## src/logic/pifb_pkg.sv

```systemverilog
// Package: register map, field positions and reset values of the flag bank
package pifb_pkg;

    // ==========================================================
    // Bus geometry
    localparam int AW = 14;
    localparam int DW = 32;
    localparam int RW = 8;

    // ==========================================================
    // Register indices; byte address is four times the index
    localparam logic [11:0] IDX_PERIPHERAL_FLAGS_A = 12'hf9e;
    localparam logic [11:0] IDX_SYSTEM_EVENT_FLAGS = 12'hfa1;
    localparam logic [11:0] IDX_SERIAL_MISC_FLAGS = 12'hfa4;
    localparam logic [11:0] IDX_CAPTURE_FLAGS_B = 12'hf8f;
    localparam logic [11:0] IDX_TIMER_COMPARATOR_FLAGS = 12'hf98;
    localparam logic [11:0] IDX_PERIPHERAL_ENABLE_A = 12'hf9d;
    localparam logic [11:0] IDX_INTERRUPT_CONTROL = 12'hfb0;

    // ==========================================================
    // Reset values
    localparam logic [RW-1:0] FLAGS_RST = 8'h00;
    localparam logic [RW-1:0] ENABLE_RST = 8'h00;

    // ==========================================================
    // First flag register fields
    localparam int FA_PARALLEL_BIT = 7;
    localparam int FA_ADC_BIT = 6;
    localparam int FA_UART_ONE_RX_BIT = 5;
    localparam int FA_UART_ONE_TX_BIT = 4;
    localparam int FA_SYNC_ONE_BIT = 3;
    localparam int FA_CAPTURE_ONE_BIT = 2;
    localparam int FA_TIMER_TWO_BIT = 1;
    localparam int FA_TIMER_ONE_BIT = 0;
    localparam logic [RW-1:0] FA_LEVEL_MASK = 8'h30;

    // ==========================================================
    // System event flag fields
    localparam int SE_CLOCK_FAIL_BIT = 7;
    localparam int SE_COMPARATOR_TWO_BIT = 6;
    localparam int SE_COMPARATOR_ONE_BIT = 5;
    localparam int SE_COLLISION_ONE_BIT = 3;
    localparam int SE_VOLTAGE_BIT = 2;
    localparam int SE_TIMER_THREE_BIT = 1;
    localparam int SE_CAPTURE_TWO_BIT = 0;
    localparam logic [RW-1:0] SE_IMPL_MASK = 8'hef;

    // ==========================================================
    // Serial and misc flag fields
    localparam int SM_SYNC_TWO_BIT = 7;
    localparam int SM_COLLISION_TWO_BIT = 6;
    localparam int SM_UART_TWO_RX_BIT = 5;
    localparam int SM_UART_TWO_TX_BIT = 4;
    localparam int SM_TIMER_FOUR_BIT = 3;
    localparam int SM_CHARGE_BIT = 2;
    localparam int SM_TIMER_THREE_GATE_BIT = 1;
    localparam int SM_CALENDAR_BIT = 0;
    localparam logic [RW-1:0] SM_LEVEL_MASK = 8'h30;

    // ==========================================================
    // Timer and comparator flag fields
    localparam int TC_COMPARATOR_THREE_BIT = 5;
    localparam int TC_TIMER_EIGHT_BIT = 4;
    localparam int TC_TIMER_SIX_BIT = 3;
    localparam int TC_TIMER_FIVE_BIT = 2;
    localparam int TC_TIMER_FIVE_GATE_BIT = 1;
    localparam int TC_TIMER_ONE_GATE_BIT = 0;
    localparam logic [RW-1:0] TC_IMPL_MASK = 8'h3f;

    // ==========================================================
    // Interrupt control fields
    localparam int CTL_GLOBAL_EN_BIT = 0;
    localparam int CTL_PRIORITY_BIT = 1;

    // Capture units 2..10 arrive as one vector, unit 2 in bit 0
    localparam int CAPTURE_UNITS = 9;

    function automatic logic reg_hit(input logic [AW-1:0] addr,
                                     input logic [11:0] idx);
        reg_hit = (addr == {idx, 2'b00});
    endfunction

endpackage

```

## src/logic/pifb_reg_if.sv

```systemverilog
// Interface: register strobes between bus slave and flag bank core
`timescale 1ns/100ps
interface pifb_reg_if;
    import pifb_pkg::*;
    logic wr_stb;
    logic [AW-1:0] addr;
    logic [RW-1:0] wdata;
    logic [RW-1:0] rdata;
    modport bus (output wr_stb, output addr, output wdata, input rdata);
    modport regs (input wr_stb, input addr, input wdata, output rdata);
endinterface

```

## src/logic/pifb_avmm_slave.sv

```systemverilog
// Avalon-MM slave with waitrequest, one access per two cycles
`timescale 1ns/100ps
module pifb_avmm_slave
    import pifb_pkg::*;
(
    // Clock and reset
    input wire logic clk_i,
    input wire logic rst_n_i,
    // Avalon-MM
    input wire logic [AW-1:0] address_i,
    input wire logic read_i,
    input wire logic write_i,
    input wire logic [DW-1:0] writedata_i,
    input wire logic [3:0] byteenable_i,
    output logic [DW-1:0] readdata_o,
    output logic waitrequest_o,
    // Register side
    pifb_reg_if.bus rg
);

    typedef enum logic {SL_IDLE, SL_ACK} pifb_sl_state_t;

    typedef struct packed {
        pifb_sl_state_t state;
        logic waitrequest;
        logic [DW-1:0] readdata;
    } pifb_slave_t;

    pifb_slave_t state_q, state_d;

    always_comb begin
        state_d = state_q;
        rg.wr_stb = 1'b0;
        rg.addr = address_i;
        rg.wdata = writedata_i[RW-1:0];
        unique case (state_q.state)
            SL_IDLE: begin
                if (read_i || write_i) begin
                    state_d.state = SL_ACK;
                    state_d.waitrequest = 1'b0;
                    state_d.readdata = read_i ? {24'h000000, rg.rdata}
                                              : 32'h00000000;
                end
            end
            SL_ACK: begin
                // Write lands on the edge that sees waitrequest low
                rg.wr_stb = write_i & byteenable_i[0];
                state_d.state = SL_IDLE;
                state_d.waitrequest = 1'b1;
            end
        endcase
    end

    always_ff @(posedge clk_i or negedge rst_n_i) begin
        if (!rst_n_i) begin
            state_q <= '{state: SL_IDLE, waitrequest: 1'b1,
                         readdata: 32'h00000000};
        end else begin
            state_q <= state_d;
        end
    end

    assign readdata_o = state_q.readdata;
    assign waitrequest_o = state_q.waitrequest;

endmodule // pifb_avmm_slave

```

## src/logic/pifb_bank.sv

```systemverilog
// Top: peripheral interrupt flag and enable bank behind Avalon-MM
`timescale 1ns/100ps

// Function
// - Clock fail sets bit 7, software zero clears
// - Comparator 2/1 changes set bits 6/5
// - System event bit 4 always reads zero
// - Port one collision sets bit 3
// - Voltage detector trip sets bit 2
// - Timer 3 overflow sets bit 1
// - Capture unit two flags, never in PWM
// - Uart two rx flag follows buffer full
// - Uart two tx flag follows buffer empty
// - Port two done bit 7, collision bit 6
// - Timer 4 period match sets bit 3
// - Charge measurement event sets bit 2
// - Timer 3 gate completion sets bit 1
// - Calendar event sets bit 0
// - Capture units 3..10 flags, none in PWM
// - Comparator 3 change sets bit 5
// - Timer 8 bit 4, timer 6 bit 3
// - Timer 5 overflow sets bit 2
// - Timer 5 and 1 gate bits 1, 0
// - Timer 2 match bit 1, timer 1 bit 0
// - Enable bits gate; global or priority enable passes the request
// - Parallel port bit 7 absent on small package
// - Flags set regardless of any enable
module pifb_bank
    import pifb_pkg::*;
#(
    parameter bit SMALL_PACKAGE = 1'b0
) (
    // Clock and reset
    input wire logic REF_CLK_I,
    input wire logic NRST_I,
    // Avalon-MM slave
    input wire logic [AW-1:0] AVS_ADDRESS_I,
    input wire logic AVS_READ_I,
    input wire logic AVS_WRITE_I,
    input wire logic [DW-1:0] AVS_WRITEDATA_I,
    input wire logic [3:0] AVS_BYTEENABLE_I,
    output logic [DW-1:0] AVS_READDATA_O,
    output logic AVS_WAITREQUEST_O,
    // First flag register sources
    input wire logic PARALLEL_PORT_EVT_I,
    input wire logic ADC_DONE_EVT_I,
    input wire logic UART_ONE_RX_FULL_I,
    input wire logic UART_ONE_TX_EMPTY_I,
    input wire logic SYNC_ONE_DONE_EVT_I,
    input wire logic CAPTURE_ONE_EVT_I,
    input wire logic TIMER_TWO_MATCH_EVT_I,
    input wire logic TIMER_ONE_OVERFLOW_EVT_I,
    // System event sources
    input wire logic CLOCK_FAIL_EVT_I,
    input wire logic COMPARATOR_TWO_EVT_I,
    input wire logic COMPARATOR_ONE_EVT_I,
    input wire logic COLLISION_ONE_EVT_I,
    input wire logic VOLTAGE_DETECT_EVT_I,
    input wire logic TIMER_THREE_OVERFLOW_EVT_I,
    // Serial and misc sources
    input wire logic SYNC_TWO_DONE_EVT_I,
    input wire logic COLLISION_TWO_EVT_I,
    input wire logic UART_TWO_RX_FULL_I,
    input wire logic UART_TWO_TX_EMPTY_I,
    input wire logic TIMER_FOUR_MATCH_EVT_I,
    input wire logic CHARGE_MEASURE_EVT_I,
    input wire logic TIMER_THREE_GATE_EVT_I,
    input wire logic CALENDAR_EVT_I,
    // Capture units 2..10, unit 2 in bit 0
    input wire logic [CAPTURE_UNITS-1:0] CAPTURE_EVT_I,
    input wire logic [CAPTURE_UNITS-1:0] CAPTURE_PWM_MODE_I,
    // Timer and comparator sources
    input wire logic COMPARATOR_THREE_EVT_I,
    input wire logic TIMER_EIGHT_MATCH_EVT_I,
    input wire logic TIMER_SIX_MATCH_EVT_I,
    input wire logic TIMER_FIVE_OVERFLOW_EVT_I,
    input wire logic TIMER_FIVE_GATE_EVT_I,
    input wire logic TIMER_ONE_GATE_EVT_I,
    // Request to the CPU interrupt logic
    output logic PERIPH_IRQ_O
);

    // ==========================================================
    // Constants and state

    // Parallel port bit disappears on the small package
    localparam logic [RW-1:0] FA_IMPL_MASK =
        SMALL_PACKAGE ? 8'h7f : 8'hff;

    typedef struct packed {
        logic [RW-1:0] enable_a;
        logic global_en;
        logic priority_en;
        logic irq;
    } pifb_top_t;

    pifb_top_t state_q, state_d;

    pifb_reg_if rg ();

    logic [RW-1:0] set_fa, lvl_fa, set_se, set_sm, lvl_sm, set_cb, set_tc;
    logic [CAPTURE_UNITS-1:0] capture_live;
    logic [RW-1:0] flags_fa, flags_se, flags_sm, flags_cb, flags_tc;
    logic wr_fa, wr_se, wr_sm, wr_cb, wr_tc, wr_en, wr_ctl;

    // ==========================================================
    // Bus slave

    pifb_avmm_slave u_slave (
        .clk_i(REF_CLK_I),
        .rst_n_i(NRST_I),
        .address_i(AVS_ADDRESS_I),
        .read_i(AVS_READ_I),
        .write_i(AVS_WRITE_I),
        .writedata_i(AVS_WRITEDATA_I),
        .byteenable_i(AVS_BYTEENABLE_I),
        .readdata_o(AVS_READDATA_O),
        .waitrequest_o(AVS_WAITREQUEST_O),
        .rg(rg.bus)
    );

    // ==========================================================
    // Source mapping
    // Flags see raw sources; enables only act on the request

    // Capture and compare events are dropped while a unit runs PWM
    assign capture_live = CAPTURE_EVT_I & ~CAPTURE_PWM_MODE_I;

    always_comb begin
        set_fa = 8'h00;
        lvl_fa = 8'h00;
        set_fa[FA_PARALLEL_BIT] = PARALLEL_PORT_EVT_I;
        set_fa[FA_ADC_BIT] = ADC_DONE_EVT_I;
        lvl_fa[FA_UART_ONE_RX_BIT] = UART_ONE_RX_FULL_I;
        lvl_fa[FA_UART_ONE_TX_BIT] = UART_ONE_TX_EMPTY_I;
        set_fa[FA_SYNC_ONE_BIT] = SYNC_ONE_DONE_EVT_I;
        set_fa[FA_CAPTURE_ONE_BIT] = CAPTURE_ONE_EVT_I;
        set_fa[FA_TIMER_TWO_BIT] = TIMER_TWO_MATCH_EVT_I;
        set_fa[FA_TIMER_ONE_BIT] = TIMER_ONE_OVERFLOW_EVT_I;
    end

    always_comb begin
        set_se = 8'h00;
        set_se[SE_CLOCK_FAIL_BIT] = CLOCK_FAIL_EVT_I;
        set_se[SE_COMPARATOR_TWO_BIT] = COMPARATOR_TWO_EVT_I;
        set_se[SE_COMPARATOR_ONE_BIT] = COMPARATOR_ONE_EVT_I;
        set_se[SE_COLLISION_ONE_BIT] = COLLISION_ONE_EVT_I;
        set_se[SE_VOLTAGE_BIT] = VOLTAGE_DETECT_EVT_I;
        set_se[SE_TIMER_THREE_BIT] = TIMER_THREE_OVERFLOW_EVT_I;
        set_se[SE_CAPTURE_TWO_BIT] = capture_live[0];
    end

    always_comb begin
        set_sm = 8'h00;
        lvl_sm = 8'h00;
        set_sm[SM_SYNC_TWO_BIT] = SYNC_TWO_DONE_EVT_I;
        set_sm[SM_COLLISION_TWO_BIT] = COLLISION_TWO_EVT_I;
        // Buffer state is owned by the port; the flag only mirrors it
        lvl_sm[SM_UART_TWO_RX_BIT] = UART_TWO_RX_FULL_I;
        lvl_sm[SM_UART_TWO_TX_BIT] = UART_TWO_TX_EMPTY_I;
        set_sm[SM_TIMER_FOUR_BIT] = TIMER_FOUR_MATCH_EVT_I;
        set_sm[SM_CHARGE_BIT] = CHARGE_MEASURE_EVT_I;
        set_sm[SM_TIMER_THREE_GATE_BIT] = TIMER_THREE_GATE_EVT_I;
        set_sm[SM_CALENDAR_BIT] = CALENDAR_EVT_I;
    end

    // Units 10..3 fill bits 7..0
    assign set_cb = capture_live[CAPTURE_UNITS-1:1];

    always_comb begin
        set_tc = 8'h00;
        set_tc[TC_COMPARATOR_THREE_BIT] = COMPARATOR_THREE_EVT_I;
        set_tc[TC_TIMER_EIGHT_BIT] = TIMER_EIGHT_MATCH_EVT_I;
        set_tc[TC_TIMER_SIX_BIT] = TIMER_SIX_MATCH_EVT_I;
        // Owned by timer 5, whatever its legacy label says
        set_tc[TC_TIMER_FIVE_BIT] = TIMER_FIVE_OVERFLOW_EVT_I;
        set_tc[TC_TIMER_FIVE_GATE_BIT] = TIMER_FIVE_GATE_EVT_I;
        set_tc[TC_TIMER_ONE_GATE_BIT] = TIMER_ONE_GATE_EVT_I;
    end

    // ==========================================================
    // Write decode

    assign wr_fa = rg.wr_stb & reg_hit(rg.addr, IDX_PERIPHERAL_FLAGS_A);
    assign wr_se = rg.wr_stb & reg_hit(rg.addr, IDX_SYSTEM_EVENT_FLAGS);
    assign wr_sm = rg.wr_stb & reg_hit(rg.addr, IDX_SERIAL_MISC_FLAGS);
    assign wr_cb = rg.wr_stb & reg_hit(rg.addr, IDX_CAPTURE_FLAGS_B);
    assign wr_tc = rg.wr_stb & reg_hit(rg.addr, IDX_TIMER_COMPARATOR_FLAGS);
    assign wr_en = rg.wr_stb & reg_hit(rg.addr, IDX_PERIPHERAL_ENABLE_A);
    assign wr_ctl = rg.wr_stb & reg_hit(rg.addr, IDX_INTERRUPT_CONTROL);

    // ==========================================================
    // Flag banks

    pifb_flag_bank #(
        .IMPL_MASK(FA_IMPL_MASK),
        .LEVEL_MASK(FA_LEVEL_MASK)
    ) u_flags_a (
        .clk_i(REF_CLK_I),
        .rst_n_i(NRST_I),
        .set_i(set_fa),
        .level_i(lvl_fa),
        .wr_i(wr_fa),
        .wdata_i(rg.wdata),
        .flags_o(flags_fa)
    );

    // Bit 4 is masked out of existence and always reads zero
    pifb_flag_bank #(
        .IMPL_MASK(SE_IMPL_MASK),
        .LEVEL_MASK(8'h00)
    ) u_flags_se (
        .clk_i(REF_CLK_I),
        .rst_n_i(NRST_I),
        .set_i(set_se),
        .level_i(8'h00),
        .wr_i(wr_se),
        .wdata_i(rg.wdata),
        .flags_o(flags_se)
    );

    pifb_flag_bank #(
        .IMPL_MASK(8'hff),
        .LEVEL_MASK(SM_LEVEL_MASK)
    ) u_flags_sm (
        .clk_i(REF_CLK_I),
        .rst_n_i(NRST_I),
        .set_i(set_sm),
        .level_i(lvl_sm),
        .wr_i(wr_sm),
        .wdata_i(rg.wdata),
        .flags_o(flags_sm)
    );

    pifb_flag_bank #(
        .IMPL_MASK(8'hff),
        .LEVEL_MASK(8'h00)
    ) u_flags_cb (
        .clk_i(REF_CLK_I),
        .rst_n_i(NRST_I),
        .set_i(set_cb),
        .level_i(8'h00),
        .wr_i(wr_cb),
        .wdata_i(rg.wdata),
        .flags_o(flags_cb)
    );

    // Comparator 3 is kept software-clearable so a handler can ack it
    pifb_flag_bank #(
        .IMPL_MASK(TC_IMPL_MASK),
        .LEVEL_MASK(8'h00)
    ) u_flags_tc (
        .clk_i(REF_CLK_I),
        .rst_n_i(NRST_I),
        .set_i(set_tc),
        .level_i(8'h00),
        .wr_i(wr_tc),
        .wdata_i(rg.wdata),
        .flags_o(flags_tc)
    );

    // ==========================================================
    // Read mux; unmapped addresses read zero

    always_comb begin
        rg.rdata = 8'h00;
        if (reg_hit(rg.addr, IDX_PERIPHERAL_FLAGS_A)) begin
            rg.rdata = flags_fa;
        end else if (reg_hit(rg.addr, IDX_SYSTEM_EVENT_FLAGS)) begin
            rg.rdata = flags_se;
        end else if (reg_hit(rg.addr, IDX_SERIAL_MISC_FLAGS)) begin
            rg.rdata = flags_sm;
        end else if (reg_hit(rg.addr, IDX_CAPTURE_FLAGS_B)) begin
            rg.rdata = flags_cb;
        end else if (reg_hit(rg.addr, IDX_TIMER_COMPARATOR_FLAGS)) begin
            rg.rdata = flags_tc;
        end else if (reg_hit(rg.addr, IDX_PERIPHERAL_ENABLE_A)) begin
            rg.rdata = state_q.enable_a;
        end else if (reg_hit(rg.addr, IDX_INTERRUPT_CONTROL)) begin
            rg.rdata[CTL_GLOBAL_EN_BIT] = state_q.global_en;
            rg.rdata[CTL_PRIORITY_BIT] = state_q.priority_en;
        end
    end

    // ==========================================================
    // Enables and request

    always_comb begin
        state_d = state_q;
        if (wr_en) begin
            state_d.enable_a = rg.wdata & FA_IMPL_MASK;
        end
        if (wr_ctl) begin
            state_d.global_en = rg.wdata[CTL_GLOBAL_EN_BIT];
            state_d.priority_en = rg.wdata[CTL_PRIORITY_BIT];
        end
        // Registered so the output is glitch-free; costs one cycle
        state_d.irq = (|(flags_fa & state_q.enable_a)) &
                      (state_q.priority_en | state_q.global_en);
    end

    always_ff @(posedge REF_CLK_I or negedge NRST_I) begin
        if (!NRST_I) begin
            state_q <= '{enable_a: ENABLE_RST, global_en: 1'b0,
                         priority_en: 1'b0, irq: 1'b0};
        end else begin
            state_q <= state_d;
        end
    end

    assign PERIPH_IRQ_O = state_q.irq;

endmodule // pifb_bank

```

## src/logic/pifb_flag_bank.sv

```systemverilog
// One eight-bit bank of sticky and level-following interrupt flags
`timescale 1ns/100ps
module pifb_flag_bank
    import pifb_pkg::*;
#(
    parameter logic [RW-1:0] IMPL_MASK = 8'hff,
    parameter logic [RW-1:0] LEVEL_MASK = 8'h00
) (
    // Clock and reset
    input wire logic clk_i,
    input wire logic rst_n_i,
    // Sources
    input wire logic [RW-1:0] set_i,
    input wire logic [RW-1:0] level_i,
    // Software write
    input wire logic wr_i,
    input wire logic [RW-1:0] wdata_i,
    // Flags
    output logic [RW-1:0] flags_o
);

    typedef struct packed {
        logic [RW-1:0] flags;
    } pifb_bank_t;

    pifb_bank_t state_q, state_d;

    always_comb begin
        state_d = state_q;
        if (wr_i) begin
            state_d.flags = wdata_i;
        end
        // A source pulse in the same cycle as a clearing write wins
        state_d.flags = state_d.flags | set_i;
        state_d.flags = (state_d.flags & ~LEVEL_MASK) | (level_i & LEVEL_MASK);
        state_d.flags = state_d.flags & IMPL_MASK;
    end

    always_ff @(posedge clk_i or negedge rst_n_i) begin
        if (!rst_n_i) begin
            state_q <= '{flags: FLAGS_RST};
        end else begin
            state_q <= state_d;
        end
    end

    assign flags_o = state_q.flags;

endmodule // pifb_flag_bank

```

## config.mk

```make
export PLATFORM = sky130hd
export DESIGN_NAME = pifb_bank
export DESIGN_NICKNAME = d
export VERILOG_FILES = /design/src/logic/pifb_pkg.sv /design/src/logic/pifb_reg_if.sv /design/src/logic/pifb_avmm_slave.sv /design/src/logic/pifb_bank.sv /design/src/logic/pifb_flag_bank.sv
export SDC_FILE = /design/constraint.sdc
export NUM_CORES = 1
export LEC_CHECK = 0
export CORE_MARGIN = 10
export CORE_UTILIZATION = 60
export CTS_BUF_LIST = sky130_fd_sc_hd__clkbuf_4 sky130_fd_sc_hd__clkbuf_8
export CTS_CLUSTER_SIZE = 14
export DETAILED_ROUTE_END_ITERATION = 7
export DONT_BUFFER_PORTS = 1
export HOLD_SLACK_MARGIN = 0.05
export MAX_ROUTING_LAYER = met4
export PLACE_DENSITY_LB_ADDON = 0.12
export SLEW_MARGIN = 10
export SYNTH_ARGS = -nofsm -noshare
export SYNTH_HDL_FRONTEND = slang
export SYNTH_SLANG_ARGS = --single-unit
```

## constraint.sdc

```tcl
create_clock -name REF_CLK_I -period 1.65 [get_ports REF_CLK_I]
set_input_delay 0.0825 -clock REF_CLK_I [delete_from_list [all_inputs] [get_ports REF_CLK_I]]
set_output_delay 0.0825 -clock REF_CLK_I [all_outputs]
set_load 0.02 [all_outputs]
```

==> impl_metrics.json <==
{
  "detailedRoute.firstPassIterationCount": 5,
  "seq_power_share_pct": 44.6,
  "postRouteAntennaNets": 0,
  "htree_levels": 3,
  "post-route-drc-count": 0,
  "antenna-diode-count": 0,
  "p_switching_mw": 0.835,
  "dominantRegCellSynth": "sky130_fd_sc_hd__dfrtp_1",
  "setup_violations": 0,
  "worstPathArrival_ns": 1.81,
  "period_share_pct": 95.2,
  "slew_violations": 0,
  "ys_ff_latch": 58,
  "n_fill_cell": 327,
  "wl_per_cell_microns": 22.3,
  "synth_top_cell_by_area": "sky130_fd_sc_hd__dfrtp_1",
  "power.share.switching_pct": 25.4,
  "irDropWorstVdd_mv": 0.637,
  "cell_with_the_biggest_individual_delay_on_the_critical_path": "sky130_fd_sc_hd__dfrtp_1",
  "post_route_cells_drive_above_1_share_pct": 16.5,
  "rsz0062_at_grt": "false",
  "ys_seq_area_share_pct": 44.0,
  "placeable_core_region_sq_mm": 0.00524,
  "worstSkewPairLatency_ns": 0.34,
  "worst_setup_hold_path_clk_slew_ns": 0.07,
  "power.clock.fraction_pct": 44.4,
  "outcome": "complete, no violations",
  "maxCapViolCount": 0,
  "grt_pass1_wl_microns": 17300,
  "internal_power_mw": 2.45,
  "fin_hold_viols": 0,
  "powerDensity_mw_per_mm2": 767,
  "timing.final.ws_setup_ns": 0.0790,
  "grt_usage_pct": 26.3,
  "io_buffers": 0,
  "grt_antenna_before_repair": 0,
  "drt_iter0_drc": 223,
  "cts_post_setup_buffers_inserted": 0,
  "gpl.final_weighted_congestion": 1.02,
  "dieArea_sq_mm": 0.00888,
  "synth.area.top_cells": "sky130_fd_sc_hd__dfrtp_1 43%, sky130_fd_sc_hd__a211o_1 6.4%, sky130_fd_sc_hd__buf_4 5.5%",
  "crit-reg2reg-capture": "state_q[2]",
  "synthesis.instances": 331,
  "crit_type": "flop to flop",
  "timing.critical_path.from_type": "flop",
  "fin_util_pct": 81.7,
  "place_ws_ns": -0.213,
  "reg2reg_setup_slack_ns": 0.08,
  "design.final.nets": 518,
  "avgSynthCellArea_sq_um": 9.98,
  "synth_largest_type_area_fraction_pct": 43.2,
  "ys_types": 61,
  "chipHeight_microns": 94.2,
  "io-pin-count": 134,
  "crit_required_ns": 1.88,
  "asyncSetResetFlopFracSynth_pct": 100,
  "dp.final_hpwl_microns": 7750,
  "synth_area_sq_mm": 0.00330,
  "worst_hold_startpoint": "AVS_WRITE_I",
  "via_per_inst": 6.07,
  "start_util_pct": 63.1,
  "wl_microns": 11000,
  "worst_clock_skew_ns": 0.00437,
  "ctsLongestPathBuffers": 2,
  "hold_path.class": "primary input to flop",
  "globalRouteOverflowTotal": 0,
  "grt_max_degree": 59,
  "cp_cell_sequence": "and3_2 -> nand3_1 -> nor3_1 -> mux2_2",
  "leak_nw": 1.82,
  "hold-path-cell-count": 3,
  "syn_to_final_growth_pct": 29.5,
  "timing.hold.worst_endpoint": "u_slave.state_q[33]",
  "die_width_microns": 94.2,
  "synthesis.yosys.warnings": 0,
  "end_kind": "flop",
  "r2r.worst_path.cells": 4,
  "dpl.cell_count": 420,
  "via_count_of_the_first_global_routing_pass": 3168,
  "dr_total_vias": 2992,
  "clockRootBuffer": "sky130_fd_sc_hd__clkbuf_8",
  "cts.sink_count": 58,
  "fin_cells": 493,
  "critical_path_peak_fanout": 5,
  "worstSetupStartpoint": "u_slave.state_q[33]",
  "cp_slowest_stage_delay_ns": 0.43,
  "numCtsBuffers": 9,
  "r2r-start": "u_slave.state_q[33]",
  "synth-edff-count": 0,
  "final.min_clock_period_ns": 1.57,
  "num_rows": 26,
  "combPwrFrac_pct": 11.1,
  "max_freq_mhz": 637,
  "setup_total_negative_slack_ns": 0,
  "cts_tree": "built"
}
==> repair_timing <==
action / CTS / global route
endpoints found under the hold margin: 106 / 0
hold buffers: 57 / 0
resized for setup: 0 / 2
setup endpoints to repair: 0 / 10
==> power groups by stage <==
| stage | Sequential, mW | Combinational (mW) | Clock (mW) |
|---|---|---|---|
| 3_3_place_gp | 1.49 | 0.187 | 0 |
| 2_1_floorplan | 1.48 | 0.196 | 0 |
| 3_5_place_dp | 1.49 | 0.188 | 0 |
| 5_1_grt | 1.46 | 0.392 | 1.53 |
| 4_1_cts | 1.46 | 0.352 | 1.47 |
| 6_report | 1.46 | 0.363 | 1.46 |
==> registers in the layout (all words and copies together) (netlist names), 6 cells and up <==
| name | cells |
|---|---|
| state_q | 10 |
| u_flags_a.flags_o | 8 |
| u_flags_cb.flags_o | 8 |
| u_flags_sm.flags_o | 8 |
| u_slave.readdata_o | 8 |
| u_flags_se.flags_o | 7 |
| u_flags_tc.flags_o | 6 |
==> logic make-up (layout without fill, tap and decap cells) <==
| family | count (synthesis) | after routing | synth area share [%] |
|---|---|---|---|
| buf+inv | 51 | 120 | 9.13 |
| compound gates | 92 | 92 | 20.1 |
| flops | 58 | 58 | 44.0 |
| simple gates | 111 | 111 | 20.9 |
| other cells | 1 | 24 | 0.113 |
| mux | 18 | 18 | 5.83 |
==> stage by stage <==
step | hold slack, ns | power (mW) | instance area (sq um)
CTS | 0.0821 | 3.28 | 4270
detailed placement | -0.211 | 1.68 | 3470
global route | 0.0993 | 3.38 | 4280
floorplan | -0.213 | 1.68 | 3410
global placement | -0.211 | 1.68 | 3470
finish | 0.0928 | 3.28 | 4280
==> worst max path at each step <==
stage | endpoint | slack (ns) | cells past startpoint
global route | state_q[1] | 0.02 | 4
global placement | u_flags_se.flags_o[0] | -0.22 | 5
finish | state_q[2] | 0.08 | 4
detailed placement | u_flags_se.flags_o[0] | -0.21 | 5
CTS | state_q[1] | 0.04 | 4
floorplan | u_flags_se.flags_o[3] | -0.16 | 7
==> worst max-delay path: cells and delay by family, from the launching register on <==
family | cells | cell delay [ns]
multiplexers | 1 | 0.38
AND/OR/NAND/NOR | 3 | 0.66
flip-flops | 1 | 0.43
==> cells in the mapped netlist, types with 2 or more instances <==
master                      n
sky130_fd_sc_hd__nor2_1    16
sky130_fd_sc_hd__buf_4     24
sky130_fd_sc_hd__a22o_1     5
sky130_fd_sc_hd__nand3_1    7
sky130_fd_sc_hd__nor2b_1   15
sky130_fd_sc_hd__and3_1    10
sky130_fd_sc_hd__nand2_1   16
sky130_fd_sc_hd__a211o_1   24
sky130_fd_sc_hd__a22oi_1    5
sky130_fd_sc_hd__mux2_2    10
sky130_fd_sc_hd__clkbuf_1   6
sky130_fd_sc_hd__a31oi_1    4
sky130_fd_sc_hd__inv_1     17
sky130_fd_sc_hd__o311a_1    3
sky130_fd_sc_hd__or2_2      3
sky130_fd_sc_hd__o211ai_1   4
sky130_fd_sc_hd__and4b_1    2
sky130_fd_sc_hd__nand4b_1   3
sky130_fd_sc_hd__o21ai_0   19
sky130_fd_sc_hd__nor4_1     4
sky130_fd_sc_hd__a21boi_0   2
sky130_fd_sc_hd__nand3b_1   2
sky130_fd_sc_hd__dfrtp_1   57
sky130_fd_sc_hd__a21oi_1   12
sky130_fd_sc_hd__nand4_1    6
sky130_fd_sc_hd__or3_1      4
sky130_fd_sc_hd__mux2i_1    8
sky130_fd_sc_hd__nor3_1     5
sky130_fd_sc_hd__o21bai_1   2
sky130_fd_sc_hd__buf_2      3
sky130_fd_sc_hd__and2_1     2
sky130_fd_sc_hd__and3b_1    2
==> layout by cell type (no fill, tap or decap), types with 2 or more instances in the layout <==
cell / synthesis / routed
sky130_fd_sc_hd__dlygate4sd3_1: 0 / 56
sky130_fd_sc_hd__a22o_1: 5 / 5
sky130_fd_sc_hd__a21oi_1: 12 / 12
sky130_fd_sc_hd__a21boi_0: 2 / 2
sky130_fd_sc_hd__inv_1: 17 / 17
sky130_fd_sc_hd__conb_1: 1 / 24
sky130_fd_sc_hd__dfrtp_1: 57 / 57
sky130_fd_sc_hd__nand2_1: 16 / 16
sky130_fd_sc_hd__and3_1: 10 / 9
sky130_fd_sc_hd__nand3_1: 7 / 7
sky130_fd_sc_hd__clkbuf_8: 0 / 9
sky130_fd_sc_hd__a31oi_1: 4 / 4
sky130_fd_sc_hd__o21ai_0: 19 / 18
sky130_fd_sc_hd__or2_2: 3 / 2
sky130_fd_sc_hd__nand3b_1: 2 / 2
sky130_fd_sc_hd__bufinv_16: 0 / 2
sky130_fd_sc_hd__nor2_1: 16 / 16
sky130_fd_sc_hd__clkinvlp_4: 0 / 2
sky130_fd_sc_hd__nor2b_1: 15 / 15
sky130_fd_sc_hd__mux2_2: 10 / 10
sky130_fd_sc_hd__o211ai_1: 4 / 4
sky130_fd_sc_hd__a211o_1: 24 / 24
sky130_fd_sc_hd__mux2i_1: 8 / 8
sky130_fd_sc_hd__and2_1: 2 / 2
sky130_fd_sc_hd__nand4b_1: 3 / 3
sky130_fd_sc_hd__nor4_1: 4 / 4
sky130_fd_sc_hd__a22oi_1: 5 / 5
sky130_fd_sc_hd__and4b_1: 2 / 2
sky130_fd_sc_hd__nor3_1: 5 / 5
sky130_fd_sc_hd__o311a_1: 3 / 3
sky130_fd_sc_hd__nand4_1: 6 / 6
sky130_fd_sc_hd__clkinv_2: 0 / 2
sky130_fd_sc_hd__and3b_1: 2 / 2
sky130_fd_sc_hd__or3_1: 4 / 4
sky130_fd_sc_hd__buf_4: 24 / 30
sky130_fd_sc_hd__o21ai_1: 1 / 2
==> cell type report <==
| type | instances | area [sq um] | area share (%) |
|---|---|---|---|
| Multi-Input combinational cell | 245 | 1640 | 38.4 |
| Sequential cell | 58 | 1450 | 33.9 |
| Timing Repair Buffer | 87 | 813 | 19.0 |
| Clock buffer | 9 | 124 | 2.89 |
| Clock inverter | 7 | 93.8 | 2.19 |
| Tap cell | 70 | 87.6 | 2.05 |
| Inverter | 17 | 63.8 | 1.49 |
==> per-layer routing <==
| layer | vias to the layer above | share of wire [%] | track usage, % |
|---|---|---|---|
| li1 | 1363 | - | - |
| met1 | 1445 | 39 | 29.8 |
| met2 | 159 | 51 | 42.3 |
| met3 | 25 | 8.1 | 7.59 |
| met4 | 0 | 2.3 | 11.1 |
| met5 | - | 0 | - |
Note: power is estimated with default switching activity, not from simulation.
